===== src/hvio_pkg.sv =====
package hvio_pkg;

  // =====================================================================
  // bus geometry
  localparam int unsigned ADDR_W      = 18;
  localparam int unsigned DATA_W      = 32;
  localparam int unsigned IDX_W       = 16;

  // =====================================================================
  // register indices (byte address = 4 * index)
  localparam logic [IDX_W-1:0] IDX_SEG_CTRL   = 16'hFFD0;
  localparam logic [IDX_W-1:0] IDX_P3_DATA    = 16'hFFD3;
  localparam logic [IDX_W-1:0] IDX_P4_DATA    = 16'hFFD4;
  localparam logic [IDX_W-1:0] IDX_P3_DIR     = 16'hFFD6;
  localparam logic [IDX_W-1:0] IDX_P4_DIR     = 16'hFFD7;
  localparam logic [IDX_W-1:0] IDX_P3_PINS    = 16'hFFD8;
  localparam logic [IDX_W-1:0] IDX_P4_PINS    = 16'hFFD9;

  // =====================================================================
  // widths, fields and reset values
  localparam int unsigned P1_W        = 7;
  localparam int unsigned P3_W        = 4;
  localparam int unsigned P4_W        = 8;
  localparam int unsigned RANGE_W     = 5;
  localparam int unsigned SEG_FLAG_BIT = 7;
  localparam logic [3:0]  P3_RSVD_ONES = 4'hF;
  localparam logic [7:0]  P3_RESET    = 8'hF0;
  localparam logic [7:0]  P4_RESET    = 8'h00;
  // first segment number carried on port 3 pin 0
  localparam logic [RANGE_W-1:0] SEG_BASE = 5'h18;

  // =====================================================================
  // operating modes, driven by the power-down controller
  typedef enum logic [2:0] {
    MODE_ACTIVE    = 3'b000,
    MODE_SLEEP     = 3'b001,
    MODE_STANDBY   = 3'b010,
    MODE_WATCH     = 3'b011,
    MODE_SUBACTIVE = 3'b100
  } hvio_mode_t;

endpackage : hvio_pkg


===== src/hvio_ports.sv =====
`timescale 1ns/1ps
module hvio_ports #(
  parameter int unsigned P3_PINS = hvio_pkg::P3_W,
  parameter int unsigned P4_PINS = hvio_pkg::P4_W
) (
  input  wire logic                          ref_clk,
  input  wire logic                          reset,
  // avalon-mm slave
  input  wire logic [hvio_pkg::ADDR_W-1:0]   avs_address,
  input  wire logic                          avs_read,
  input  wire logic                          avs_write,
  input  wire logic [hvio_pkg::DATA_W-1:0]   avs_writedata,
  input  wire logic [3:0]                    avs_byteenable,
  output logic      [hvio_pkg::DATA_W-1:0]   avs_readdata,
  output logic                               avs_waitrequest,
  // system side, same clock
  input  wire logic [2:0]                    op_mode,
  input  wire logic                          key_scan_active,
  input  wire logic [P3_PINS-1:0]            seg_drive_data,
  input  wire logic [hvio_pkg::P1_W-1:0]     irq_port_out_req,
  input  wire logic [hvio_pkg::P1_W-1:0]     irq_port_oe_req,
  // interrupt/event shared pins
  output logic      [hvio_pkg::P1_W-1:0]     irq_pin_out,
  output logic      [hvio_pkg::P1_W-1:0]     irq_pin_oe,
  output logic                               irq_pin_pullup_en,
  // segment-shared port
  input  wire logic [P3_PINS-1:0]            p3_pin_in,
  output logic      [P3_PINS-1:0]            p3_pin_out,
  output logic      [P3_PINS-1:0]            p3_pin_oe,
  output logic                               p3_pulldown_en,
  // eight-pin port
  input  wire logic [P4_PINS-1:0]            p4_pin_in,
  output logic      [P4_PINS-1:0]            p4_pin_out,
  output logic      [P4_PINS-1:0]            p4_pin_oe,
  output logic                               p4_pulldown_en,
  output logic      [P3_PINS-1:0]            seg_pin_owned
);

  // =====================================================================
  // state
  typedef struct packed {
    logic [P3_PINS-1:0]              p3_data;
    logic [P4_PINS-1:0]              p4_data;
    logic [P3_PINS-1:0]              p3_dir;
    logic [P4_PINS-1:0]              p4_dir;
    logic                            seg_flag;
    logic [hvio_pkg::RANGE_W-1:0]    seg_range;
    logic                            ack;
    logic [hvio_pkg::DATA_W-1:0]     rdata;
    logic [hvio_pkg::P1_W-1:0]       p1_out;
    logic [hvio_pkg::P1_W-1:0]       p1_oe;
    logic                            p1_pu;
    logic [P3_PINS-1:0]              p3_out;
    logic [P3_PINS-1:0]              p3_oe;
    logic                            p3_pd;
    logic [P4_PINS-1:0]              p4_out;
    logic [P4_PINS-1:0]              p4_oe;
    logic                            p4_pd;
    logic [P3_PINS-1:0]              p3_sync1;
    logic [P3_PINS-1:0]              p3_sync2;
    logic [P4_PINS-1:0]              p4_sync1;
    logic [P4_PINS-1:0]              p4_sync2;
  } hvio_state_t;

  hvio_state_t                  st_q;
  hvio_state_t                  st_d;
  logic [hvio_pkg::IDX_W-1:0]   reg_idx;
  logic [P3_PINS-1:0]           seg_own;
  hvio_pkg::hvio_mode_t         mode;

  assign reg_idx = avs_address[hvio_pkg::ADDR_W-1:2];
  assign mode    = hvio_pkg::hvio_mode_t'(op_mode);

  // =====================================================================
  // segment ownership per pin
  // key scan hands pins back to the port so keys can be polled
  genvar gi;
  generate
    for (gi = 0; gi < P3_PINS; gi++) begin : g_seg
      localparam logic [hvio_pkg::RANGE_W-1:0] SEG_NUM = hvio_pkg::SEG_BASE + hvio_pkg::RANGE_W'(gi);
      assign seg_own[gi] = st_q.seg_flag && (st_q.seg_range >= SEG_NUM) && !key_scan_active;
    end
  endgenerate

  // =====================================================================
  // next state
  always_comb begin
    st_d = st_q;
    st_d.p3_sync1 = p3_pin_in;
    st_d.p3_sync2 = st_q.p3_sync1;
    st_d.p4_sync1 = p4_pin_in;
    st_d.p4_sync2 = st_q.p4_sync1;

    // one wait cycle, then the answer: data is registered at the accept edge
    st_d.ack = 1'b0;
    if ((avs_read || avs_write) && !st_q.ack) begin
      st_d.ack   = 1'b1;
      st_d.rdata = '0;
      if (avs_read) begin
        unique case (reg_idx)
          hvio_pkg::IDX_SEG_CTRL: begin
            st_d.rdata[hvio_pkg::SEG_FLAG_BIT]      = st_q.seg_flag;
            st_d.rdata[hvio_pkg::RANGE_W-1:0]       = st_q.seg_range;
          end
          hvio_pkg::IDX_P3_DATA: begin
            st_d.rdata[7:0] = {hvio_pkg::P3_RSVD_ONES, st_q.p3_data};
          end
          hvio_pkg::IDX_P4_DATA: begin
            st_d.rdata[P4_PINS-1:0] = st_q.p4_data;
          end
          hvio_pkg::IDX_P3_DIR: begin
            st_d.rdata[P3_PINS-1:0] = st_q.p3_dir;
          end
          hvio_pkg::IDX_P4_DIR: begin
            st_d.rdata[P4_PINS-1:0] = st_q.p4_dir;
          end
          hvio_pkg::IDX_P3_PINS: begin
            st_d.rdata[P3_PINS-1:0] = st_q.p3_sync2;
          end
          hvio_pkg::IDX_P4_PINS: begin
            st_d.rdata[P4_PINS-1:0] = st_q.p4_sync2;
          end
          default: begin
            st_d.rdata = '0;
          end
        endcase
      end
    end

    // writes land on the edge that completes the transfer
    if (st_q.ack && avs_write && avs_byteenable[0]) begin
      unique case (reg_idx)
        hvio_pkg::IDX_SEG_CTRL: begin
          st_d.seg_flag  = avs_writedata[hvio_pkg::SEG_FLAG_BIT];
          st_d.seg_range = avs_writedata[hvio_pkg::RANGE_W-1:0];
        end
        hvio_pkg::IDX_P3_DATA: begin
          st_d.p3_data = avs_writedata[P3_PINS-1:0];
        end
        hvio_pkg::IDX_P4_DATA: begin
          st_d.p4_data = avs_writedata[P4_PINS-1:0];
        end
        hvio_pkg::IDX_P3_DIR: begin
          st_d.p3_dir = avs_writedata[P3_PINS-1:0];
        end
        hvio_pkg::IDX_P4_DIR: begin
          st_d.p4_dir = avs_writedata[P4_PINS-1:0];
        end
        default: begin
        end
      endcase
    end

    // pin drive per operating mode
    unique case (mode)
      hvio_pkg::MODE_ACTIVE: begin
        st_d.p1_out = irq_port_out_req;
        st_d.p1_oe  = irq_port_oe_req;
        st_d.p1_pu  = 1'b0;
        for (int i = 0; i < P3_PINS; i++) begin
          st_d.p3_out[i] = seg_own[i] ? seg_drive_data[i] : st_q.p3_data[i];
          st_d.p3_oe[i]  = seg_own[i] | st_q.p3_dir[i];
        end
        st_d.p3_pd  = 1'b0;
        st_d.p4_out = st_q.p4_data;
        st_d.p4_oe  = st_q.p4_dir;
        st_d.p4_pd  = 1'b0;
      end
      hvio_pkg::MODE_SLEEP: begin
        // hold everything as it stood on entry
        // segment data freezes too, so the display stalls while asleep
        st_d.p1_out = st_q.p1_out;
      end
      hvio_pkg::MODE_STANDBY, hvio_pkg::MODE_WATCH, hvio_pkg::MODE_SUBACTIVE: begin
        st_d.p1_oe  = '0;
        st_d.p1_pu  = 1'b0;
        st_d.p3_oe  = '0;
        st_d.p3_pd  = 1'b1;
        st_d.p4_oe  = '0;
        st_d.p4_pd  = 1'b1;
      end
      default: begin
        // illegal mode codes park the pins safely
        st_d.p1_oe  = '0;
        st_d.p1_pu  = 1'b0;
        st_d.p3_oe  = '0;
        st_d.p3_pd  = 1'b1;
        st_d.p4_oe  = '0;
        st_d.p4_pd  = 1'b1;
      end
    endcase
  end

  // =====================================================================
  // registers
  always_ff @(posedge ref_clk or posedge reset) begin
    if (reset) begin
      st_q           <= '0;
      st_q.p3_data   <= hvio_pkg::P3_RESET[P3_PINS-1:0];
      st_q.p4_data   <= hvio_pkg::P4_RESET[P4_PINS-1:0];
      st_q.p1_pu     <= 1'b1;
      st_q.p3_pd     <= 1'b1;
      st_q.p4_pd     <= 1'b1;
    end else begin
      st_q <= st_d;
    end
  end

  // =====================================================================
  // outputs
  // two cycles per access: readdata comes from a flop, not from the decoder
  assign avs_waitrequest   = (avs_read || avs_write) && !st_q.ack;
  assign avs_readdata      = st_q.rdata;
  assign irq_pin_out       = st_q.p1_out;
  assign irq_pin_oe        = st_q.p1_oe;
  assign irq_pin_pullup_en = st_q.p1_pu;
  assign p3_pin_out        = st_q.p3_out;
  assign p3_pin_oe         = st_q.p3_oe;
  assign p3_pulldown_en    = st_q.p3_pd;
  assign p4_pin_out        = st_q.p4_out;
  assign p4_pin_oe         = st_q.p4_oe;
  assign p4_pulldown_en    = st_q.p4_pd;
  assign seg_pin_owned     = seg_own;
endmodule : hvio_ports

===== config.mk =====
export PLATFORM = sky130hd
export DESIGN_NAME = hvio_ports
export DESIGN_NICKNAME = d
export VERILOG_FILES = /design/src/hvio_pkg.sv /design/src/hvio_ports.sv
export SDC_FILE = /design/constraint.sdc
export NUM_CORES = 1
export LEC_CHECK = 0
export ABC_CLOCK_PERIOD_IN_PS = 3900
export BUFFER_PORTS_ARGS = -buffer_cell sky130_fd_sc_hd__buf_2
export CAP_MARGIN = 20
export CORE_ASPECT_RATIO = 1.75
export CORE_UTILIZATION = 50
export CTS_BUF_LIST = sky130_fd_sc_hd__clkbuf_4 sky130_fd_sc_hd__clkbuf_8 sky130_fd_sc_hd__clkbuf_16
export CTS_CLUSTER_SIZE = 30
export DETAILED_ROUTE_END_ITERATION = 16
export HOLD_SLACK_MARGIN = 0.08
export PLACE_DENSITY = 0.81
export SYNTH_ARGS = -nofsm -noshare
export SYNTH_HDL_FRONTEND = slang
export SYNTH_SLANG_ARGS = --single-unit

===== constraint.sdc =====
create_clock -name ref_clk -period 3.9 [get_ports ref_clk]
set_input_delay 0.39 -clock ref_clk [delete_from_list [all_inputs] [get_ports ref_clk]]
set_output_delay 0.39 -clock ref_clk [all_outputs]
set_load 0.1 [all_outputs]

==> results.sh, run 1 <==
export IMPL_place_ws_ps=1590
export IMPL_crit_start="st_q[102]"
export IMPL_postSynth_asyncResetShare_pct=100.0
export IMPL_critPathLaunchType="register"
export IMPL_slowest_delay_ps=460
export IMPL_start_util_pct=51.68
export IMPL_synth_edf_count=0
export IMPL_fin_skew_ps=5.088
export IMPL_cp_cell_sequence="nand4b_1, nor2_1, o21a_1, buf_2"
export IMPL_crit_required_ps=3510
export IMPL_slew_viol_final=0
export IMPL_ios=170
export IMPL_crit_path_end_kind="output port"
export IMPL_synth_seq_cells=103
export IMPL_grt_pass1_vias=3061
export IMPL_layout_setup_ws_ps=1498
export IMPL_grt_use_total_pct=21.05
export IMPL_hold_class="in -> async"
export IMPL_viasPerCell=5.256
export IMPL_numPortBuffers=116
export IMPL_worstMarginPinSlew_ps=982.5
export IMPL_vias=3022
export IMPL_clk_latency_ps=340
export IMPL_coreArea_sq_um=9036
export IMPL_avgSynthCellArea_sq_um=12.22
export IMPL_finalSetupTns_ps=0
export IMPL_reg2reg_to="st_q[122]"
export IMPL_ys_warn_count=0
export IMPL_power_total_mw=2.553
export IMPL_final_antenna_net_count=0
export IMPL_ys_types=46
export IMPL_gr_total_overflow=0
export IMPL_fin_nets=542
export IMPL_p_per_area_nw_per_um2=484.4
export IMPL_cts_max_level=3
export IMPL_crit_end="seg_pin_owned[3]"
export IMPL_maxCapViolCount=0
export IMPL_cp_arrival_ps=2010
export IMPL_fp_dieW_um=75.05
export IMPL_yosys_area_top_type="dfrtp_1"
export IMPL_syn_area_sq_um=4669
export IMPL_critPathKind="reg -> out"
export IMPL_post_cts_resized=0
export IMPL_clk_path_buf_depth=2
export IMPL_yosys_area_top_type_share_pct=54.13
export IMPL_final_area_sq_um=5270
export IMPL_finalCriticalPeriod_ps=2402
export IMPL_finalSetupViolCount=0
export IMPL_rows=46
export IMPL_cts_hold_buffers=0
export IMPL_clock_sinks=103
export IMPL_slowest_stage="buf_2"
export IMPL_drt_iter0_markers=236
export IMPL_period_share_pct=61.58
export IMPL_hold_viol=0
export IMPL_p_leak_nw=2.736
export IMPL_cts_tree="done"
export IMPL_worstRegToRegCells=3
export IMPL_postPlaceCellArea_sq_um=4918
export IMPL_root_buffer="clkbuf_16"
export IMPL_grt_start_max_net_pins=92
export IMPL_peakVddDrop_mv=0.3487
export IMPL_drt_wl_total_um=9416
export IMPL_fill_cells=755
export IMPL_synth_seq_area_share_pct=55.25
export IMPL_timing_rr_start="st_q[97]"
export IMPL_synth_area_leaders="dfrtp_1 54%, buf_4 12%, mux2_2 9.4%"
export IMPL_synthFlopType="dfrtp_1"
export IMPL_dieHeight_um=129.8
export IMPL_final_common_cell="buf_2"
export IMPL_diodes=0
export IMPL_antenna_found_initial=0
export IMPL_fmaxAchievable_ghz=0.4164
export IMPL_postCtsSetupBuffers=0
export IMPL_drcViolationCount=0
export IMPL_drive_gt1_share_pct=41.54
export IMPL_layout_common_cells="116 x buf_2, 101 x dfrtp_1, 39 x mux2_2"
export IMPL_gp_congestion=0.9570
export IMPL_wl_per_cell_um=16.38
export IMPL_crit_fanout=4
export IMPL_die_area_sq_um=9744
export IMPL_clk_pin_slew_worst_paths_ps=60
export IMPL_slew_headroom_pct=34.36
export IMPL_r2r_setup_slack_ps=2240
export IMPL_drt_pass1_iter_count=4
export IMPL_synthCells=382
export IMPL_grt_first_pass_wirelength_um=15040
export IMPL_syn2layout_area_growth_pct=12.86
export IMPL_cts_buffers=9
export IMPL_outcome="completed"
export IMPL_rsz0062_at_grt="false"
export IMPL_hpwl_um=6911
[cells by family after synthesis]
kind of cell | after synthesis | synth area share, %
AOI/OAI and AO/OA | 64 | 9.486
buffers and inverters | 90 | 13.24
DFF | 103 | 55.25
muxes | 55 | 13.05
other | 1 | 0.08031
and+or+nand+nor | 69 | 8.896
[area by class of cell]
type / count / area (sq um) / area share (%)
clock buffer: 12 / 254.0 / 4.820
clock inverter: 4 / 70.07 / 1.330
multi-input combinational: 212 / 1568 / 29.75
tap: 120 / 150.1 / 2.849
inverter: 4 / 17.52 / 0.3324
timing repair buffer: 120 / 630.6 / 11.97
sequential: 103 / 2580 / 48.96
[worst min-delay path by stage]
stage / slack (ps) / end
finish: 80 / st_d[16]
detailed placement: 330 / st_q[18]
global placement: 330 / st_q[0]
global route: 110 / st_d[16]
floorplan: 330 / st_q[0]
CTS: 150 / st_d[1]
[through the flow]
step	std cells	utilization, %	hold slack (ps)
floorplan	405	-	331.2
global placement	558	54.43	334.1
detailed placement	558	54.43	334.7
CTS	574	58.02	145.4
global route	575	58.32	110.3
finish	575	58.32	76.19
[where the power goes]
part           leakage (nW)  total [mW]  switching, mW  internal, mW
clock                 0.163       0.955          0.363         0.592
combinational          1.22       0.474          0.398        0.0763
sequential             1.35        1.12         0.0160          1.11
total                  2.74        2.55          0.776          1.78
[sequential cells by signal (all words and copies together) (netlist names), 4 cells and up]
signal        count
st_d             12
avs_readdata      8
st_q             43
p3_pin_oe         4
irq_pin_out       7
p3_pin_out        4
p4_pin_out        8
p4_pin_oe         8
irq_pin_oe        7
[cell usage after synthesis (all sizes together) (2+ instances only)]
cell,n
a22oi,5
nand4b,2
or3b,2
nand4,6
a21oi,14
and4b,2
a31oi,2
dfrtp,101
nor4,3
nor3b,2
inv,4
and3,3
mux2i,8
and2,2
nor3,3
clkbuf,6
a32oi,2
mux2,47
a221oi,4
dfstp,2
and4bb,2
buf,80
nor2,12
a222oi,2
o22ai,3
nand2,21
a22o,15
o21ai,12
nor2b,6
[layer usage]
metal | up-vias | global-route usage (%) | part of all wire, %
li1 | 1397 | - | -
met1 | 1463 | 24.01 | 37
met2 | 135 | 35.72 | 53
met3 | 27 | 4.479 | 5.7
met4 | 0 | 11.99 | 3.8
met5 | - | 0 | 0
[critical path, delay by kind of cell (launching register included)]
| family | cells | cell delay, ps |
|---|---|---|
| DFF | 1 | 380 |
| buffers and inverters | 1 | 460 |
| AOI/OAI and AO/OA | 1 | 240 |
| and+or+nand+nor | 2 | 600 |
Power figures use the tool's default switching activity.
==> run 2, diff against run 1 <==
ABC_AREA = 1   (was unset)
ABC_CLOCK_PERIOD_IN_PS = 2000   (was 3900)
CORE_UTILIZATION = 46   (was 50)
PLACE_DENSITY = 0.77   (was 0.81)
clock period = 2 ns   (was 3.9 ns; I/O delays follow)
==> run 2 against run 1 <==
Sequential cell count did not move. Sequential power up 93%. Via count is 24% higher. Cell count rose by 38%. Largest power group unchanged. Highest routed layer unchanged.
==> results.sh, run 2 <==
export IMPL_period_share_pct=94.62
export IMPL_pwr_share_clk_pct=35.9
export IMPL_layout_setup_ws_ps=107.7
export IMPL_clock_sinks=103
export IMPL_drive_gt1_share_pct=28.10
export IMPL_outcome="completed"
export IMPL_switchingPower_mw=1.416
export IMPL_ys_warn_count=0
export IMPL_synthCells=567
export IMPL_ys_types=27
export IMPL_synth_area_mux_share_pct=0
export IMPL_yosysMostFrequentCell="nand2_1"
export IMPL_die_area_sq_um=11210
export IMPL_synth_area_leaders="dfrtp_1 51%, nand2_1 15%, buf_4 11%"
export IMPL_cts_tree="done"
export IMPL_postSynth_asyncResetShare_pct=100.0
export IMPL_worstMarginPinSlew_ps=580.6
export IMPL_synth_compound_area_share_pct=6.236
export IMPL_rows=49
export IMPL_p_leak_nw=3.209
export IMPL_synthAdderAreaFrac_pct=0
export IMPL_synth_seq_area_share_pct=52.06
export IMPL_hpwl_um=7852
export IMPL_root_buffer="clkbuf_16"
export IMPL_grt_util_met1_pct=21.92
export IMPL_viasPerCell=4.716
export IMPL_synth_top_family_by_area="simple AND/OR/NAND/NOR gates"
export IMPL_drt_pass1_iter_count=4
export IMPL_synthFlopType="dfrtp_1"
export IMPL_grt_first_pass_wirelength_um=17460
export IMPL_yosys_area_top_type_share_pct=51.00
export IMPL_grt_pass1_vias=3715
export IMPL_synthTopCellsByCount="199 x nand2_1, 101 x dfrtp_1, 72 x buf_4"
export IMPL_maxCapViolCount=0
export IMPL_met2_usage_pct=37.82
export IMPL_slew_headroom_pct=61.30
export IMPL_crit_path_end_kind="output port"
export IMPL_p_per_area_nw_per_um2=787.3
export IMPL_finalSetupViolCount=0
export IMPL_postPlaceCellArea_sq_um=5260
export IMPL_fin_skew_ps=6.779
export IMPL_clk_latency_ps=340
export IMPL_synth_seq_cells=103
export IMPL_comb_power_share_pct=16.8
export IMPL_slew_viol_final=0
export IMPL_finalCriticalPeriod_ps=1892
export IMPL_coreArea_sq_um=10360
export IMPL_grt_start_max_net_pins=104
export IMPL_busiest_layer="met2"
export IMPL_syn_area_sq_um=4956
export IMPL_cts_max_level=3
export IMPL_place_ws_ps=433.5
export IMPL_regMostFlops="st_q"
export IMPL_numPortBuffers=116
export IMPL_crit_fanout=4
export IMPL_final_area_sq_um=5817
export IMPL_hold_viol=0
export IMPL_cp_arrival_ps=1690
export IMPL_synth_simple_area_share_pct=26.58
export IMPL_avgSynthCellArea_sq_um=8.741
export IMPL_cts_buffers=9
export IMPL_antenna_found_initial=0
export IMPL_fp_dieW_um=80.47
export IMPL_dieHeight_um=139.3
export IMPL_fin_nets=756
export IMPL_critPathKind="reg -> out"
export IMPL_critPathLaunchType="register"
export IMPL_start_util_pct=47.83
export IMPL_drcViolationCount=0
export IMPL_power_total_mw=4.580
export IMPL_wl_per_cell_um=13.59
export IMPL_diodes=0
export IMPL_crit_required_ps=1800
export IMPL_final_common_cell="nand2_1"
export IMPL_final_antenna_net_count=0
export IMPL_layout_common_cells="199 x nand2_1, 114 x buf_2, 101 x dfrtp_1"
export IMPL_gp_congestion=0.8798
export IMPL_drt_wl_total_um=10820
export IMPL_gr_total_overflow=0
export IMPL_grt_use_total_pct=20.42
export IMPL_power_frac_seq_pct=47.2
export IMPL_postLayoutCoreUtil_pct=56.14
export IMPL_hold_class="in -> reg"
export IMPL_vias=3754
export IMPL_clk_pin_slew_worst_paths_ps=70
export IMPL_largest_reg_flops=43
export IMPL_internal_power_mw=3.164
export IMPL_p_sw_share_pct=30.92
export IMPL_finalSetupTns_ps=0
export IMPL_syn2layout_area_growth_pct=17.37
export IMPL_rsz0062_at_grt="false"
export IMPL_peakVddDrop_mv=0.5509
export IMPL_yosys_area_top_type="dfrtp_1"
export IMPL_fmaxAchievable_ghz=0.5285
export IMPL_drt_iter0_markers=196
export IMPL_grtUsageMet3_pct=3.607
export IMPL_synth_xor_area_share_pct=0
export IMPL_ios=170
export IMPL_clk_path_buf_depth=2
export IMPL_synth_edf_count=0
==> run 2: power by group through the flow <==
stage                     Sequential [mW]  Combinational (mW)  Clock, mW
after detailed placement             2.20               0.732          0
final                                2.16               0.771       1.65
after global routing                 2.17               0.813       1.77
after floorplan                      2.21               0.663          0
after CTS                            2.16               0.773       1.69
after global placement               2.20               0.723          0
==> run 2: cell families after synthesis <==
group                  Yosys count
AO/OA/AOI/OAI                   49
buffers and inverters          118
flip-flops                     103
other                            1
AND/OR/NAND/NOR                296
==> run 2: cell type report <==
type | instances | area, sq um
fill | 943 | 4544
sequential | 103 | 2580
multi-input combinational | 369 | 1730
timing repair buffer | 148 | 930.9
clock buffer | 10 | 239.0
tap | 127 | 158.9
inverter | 33 | 132.6
clock inverter | 6 | 45.04
==> run 2: worst max-delay path, stage by stage (launching register included) <==
cell,delay (ps)
dfrtp_1,390
nand3_2,110
nor2_4,170
inv_2,90
nor2_4,140
inv_2,70
nor2_4,180
buf_12,200
==> run 2: per-layer routing <==
layer	up-vias	part of all wire (%)
met5	-	0
met4	0	2.7
met3	23	4.0
met2	126	56
met1	1736	38
li1	1869	-
==> run 2: stage by stage <==
step	cells	hold WS (ps)
2_1_floorplan	590	231.4
3_3_place_gp	753	308.7
3_5_place_dp	753	309.3
4_1_cts	796	108.2
5_1_grt	796	141.4
6_report	796	122.4
==> run 2: worst paths after layout <==
check / from / end / slack [ps] / depth (start not counted)
max: st_q[103] / seg_pin_owned[3] / 110 / 7
min: seg_drive_data[1] / p3_pin_out[1] / 120 / 3
max reg2reg: st_q[103] / p3_pin_out[3] / 500 / 8
min reg2reg: st_d[1] / st_q[1] / 340 / 0
max in group asynchronous: reset / st_q[113] / 1000 / 4
min in group asynchronous: reset / st_q[100] / 520 / 4
==> run 2: what timing repair did <==
action,in CTS,in global routing
gates resized for setup,0,1
hold endpoints to repair,127,0
buffers inserted,0,0
hold buffers,27,0
endpoints found under the setup margin,0,1
==> run 3, diff against run 2 <==
PLACE_DENSITY = 0.75   (was 0.77)
==> run 3 against run 2 <==
Combinational power barely moved. Hold slack got worse by 8.4 ps. Sequential cell count did not move. Highest routed layer unchanged. Global-route usage rose by 0.088 points. Wire length fell by 0.44%.
==> results.sh, run 3 (same netlist as run 2, synthesis figures left out) <==
export IMPL_cts_max_level=3
export IMPL_numPortBuffers=116
export IMPL_crit_required_ps=1800
export IMPL_hpwl_um=8125
export IMPL_wl_per_cell_um=13.48
export IMPL_grt_start_max_net_pins=57
export IMPL_dieHeight_um=139.3
export IMPL_grt_first_pass_wirelength_um=17410
export IMPL_drt_wl_total_um=10770
export IMPL_top_layer="met4"
export IMPL_hold_viol=0
export IMPL_finalSetupViolCount=0
export IMPL_viasPerCell=4.660
export IMPL_grt_use_total_pct=20.51
export IMPL_fp_dieW_um=80.47
export IMPL_postCtsSetupBuffers=0
export IMPL_maxCapViolCount=0
export IMPL_slew_viol_final=0
export IMPL_r2r_setup_slack_ps=580
export IMPL_diodes=0
export IMPL_clk_path_buf_depth=2
export IMPL_grt_pass1_vias=3610
export IMPL_fin_skew_ps=6.823
export IMPL_regMostFlops="st_q"
export IMPL_hold_class="in -> reg"
export IMPL_min_path_cells=3
export IMPL_drive_gt1_share_pct=28.42
export IMPL_finalSetupTns_ps=0
export IMPL_rsz0062_at_grt="false"
export IMPL_vias=3723
export IMPL_cp_arrival_ps=1660
export IMPL_wl_met3_um=389
export IMPL_finalNonFillerCells=799
export IMPL_power_total_mw=4.659
export IMPL_met2WireLength_um=5837
export IMPL_coreArea_sq_um=10360
export IMPL_dp_cells=756
export IMPL_ios=170
export IMPL_hold_ws_ps=114.0
export IMPL_fill_cells=925
export IMPL_syn2layout_area_growth_pct=17.85
export IMPL_final_antenna_net_count=0
export IMPL_clk_latency_ps=340
export IMPL_cts_tree="done"
export IMPL_die_area_sq_um=11210
export IMPL_layout_common_cells="199 x nand2_1, 114 x buf_2, 101 x dfrtp_1"
export IMPL_crit_fanout=4
export IMPL_fin_nets=759
export IMPL_start_util_pct=47.83
export IMPL_largest_reg_flops=43
export IMPL_critPathLaunchType="register"
export IMPL_gp_congestion=0.8551
export IMPL_outcome="completed"
export IMPL_gr_total_overflow=0
export IMPL_crit_path_end_kind="output port"
export IMPL_drt_iter0_markers=167
export IMPL_p_leak_nw=3.237
export IMPL_worstRegToRegCells=8
export IMPL_p_per_area_nw_per_um2=797.7
export IMPL_drt_pass1_iter_count=4
export IMPL_multi_input_area_sq_um=1730
export IMPL_cts_buffers=9
export IMPL_rows=49
export IMPL_wl_met1_um=4178
export IMPL_final_common_cell="nand2_1"
export IMPL_drcViolationCount=0
export IMPL_root_buffer="clkbuf_16"
export IMPL_fmaxAchievable_ghz=0.5371
export IMPL_seq_area_sq_um=2580
export IMPL_clk_pin_slew_worst_paths_ps=70
export IMPL_clock_sinks=103
export IMPL_period_share_pct=93.10
export IMPL_critPathKind="reg -> out"
export IMPL_antenna_found_initial=0
export IMPL_peakVddDrop_mv=0.5281
export IMPL_finalCriticalPeriod_ps=1862
run 3: cell types whose count changed in the layout (fill, tap and decap cells not counted), sizes merged:
cell,change
buf,+3
bufinv,+1
clkinv,+1
clkinvlp,-2
run 3: what timing repair did:
action,4_1_cts,5_1_grt
setup endpoints to repair,0,1
hold buffers,27,0
resized for setup,0,1
endpoints found under the hold margin,44,0
run 3: final cells by class:
| class | count | area share, % |
|---|---|---|
| tap | 127 | 2.721 |
| sequential | 103 | 44.17 |
| multi-input combinational | 369 | 29.63 |
| timing repair buffer | 151 | 16.11 |
| clock inverter | 6 | 1.007 |
| clock buffer | 10 | 4.092 |
| inverter | 33 | 2.271 |
run 3: power by group:
part | internal (mW) | total [mW] | switching (mW)
logic | 0.141 | 0.773 | 0.632
clock network | 0.999 | 1.72 | 0.723
registers | 2.14 | 2.16 | 0.0229
total | 3.28 | 4.66 | 1.38
run 3: final timing paths:
kind | from | to
setup / recovery | st_q[103] | seg_pin_owned[2]
hold / removal | seg_drive_data[1] | p3_pin_out[1]
setup reg to reg | st_q[103] | p3_pin_out[3]
hold reg to reg | st_d[4] | st_q[4]
max in group asynchronous | reset | irq_pin_pullup_en
min in group asynchronous | reset | st_q[126]
run 3: metrics by stage:
stage / worst slack [ps] / utilization, % / area [sq um]
after CTS: 47.85 / 56.35 / 5838
final: 138.1 / 56.37 / 5841
after global routing: 27.31 / 56.37 / 5841
after floorplan: -627.2 / - / 5060
after global placement: 446.9 / 50.86 / 5270
after detailed placement: 426.7 / 50.86 / 5270
run 3: per-layer routing:
layer | vias up | track usage [%]
met2 | 115 | 36.44
met4 | 0 | 11.47
li1 | 1871 | -
met3 | 24 | 2.361
met5 | - | 0
met1 | 1713 | 23.08
run 3: critical path: stages, from the launching register on:
cell	delay, ps
dfrtp_1	390
nand3_2	110
nor2_4	160
inv_2	80
nor2_4	140
buf_2	440
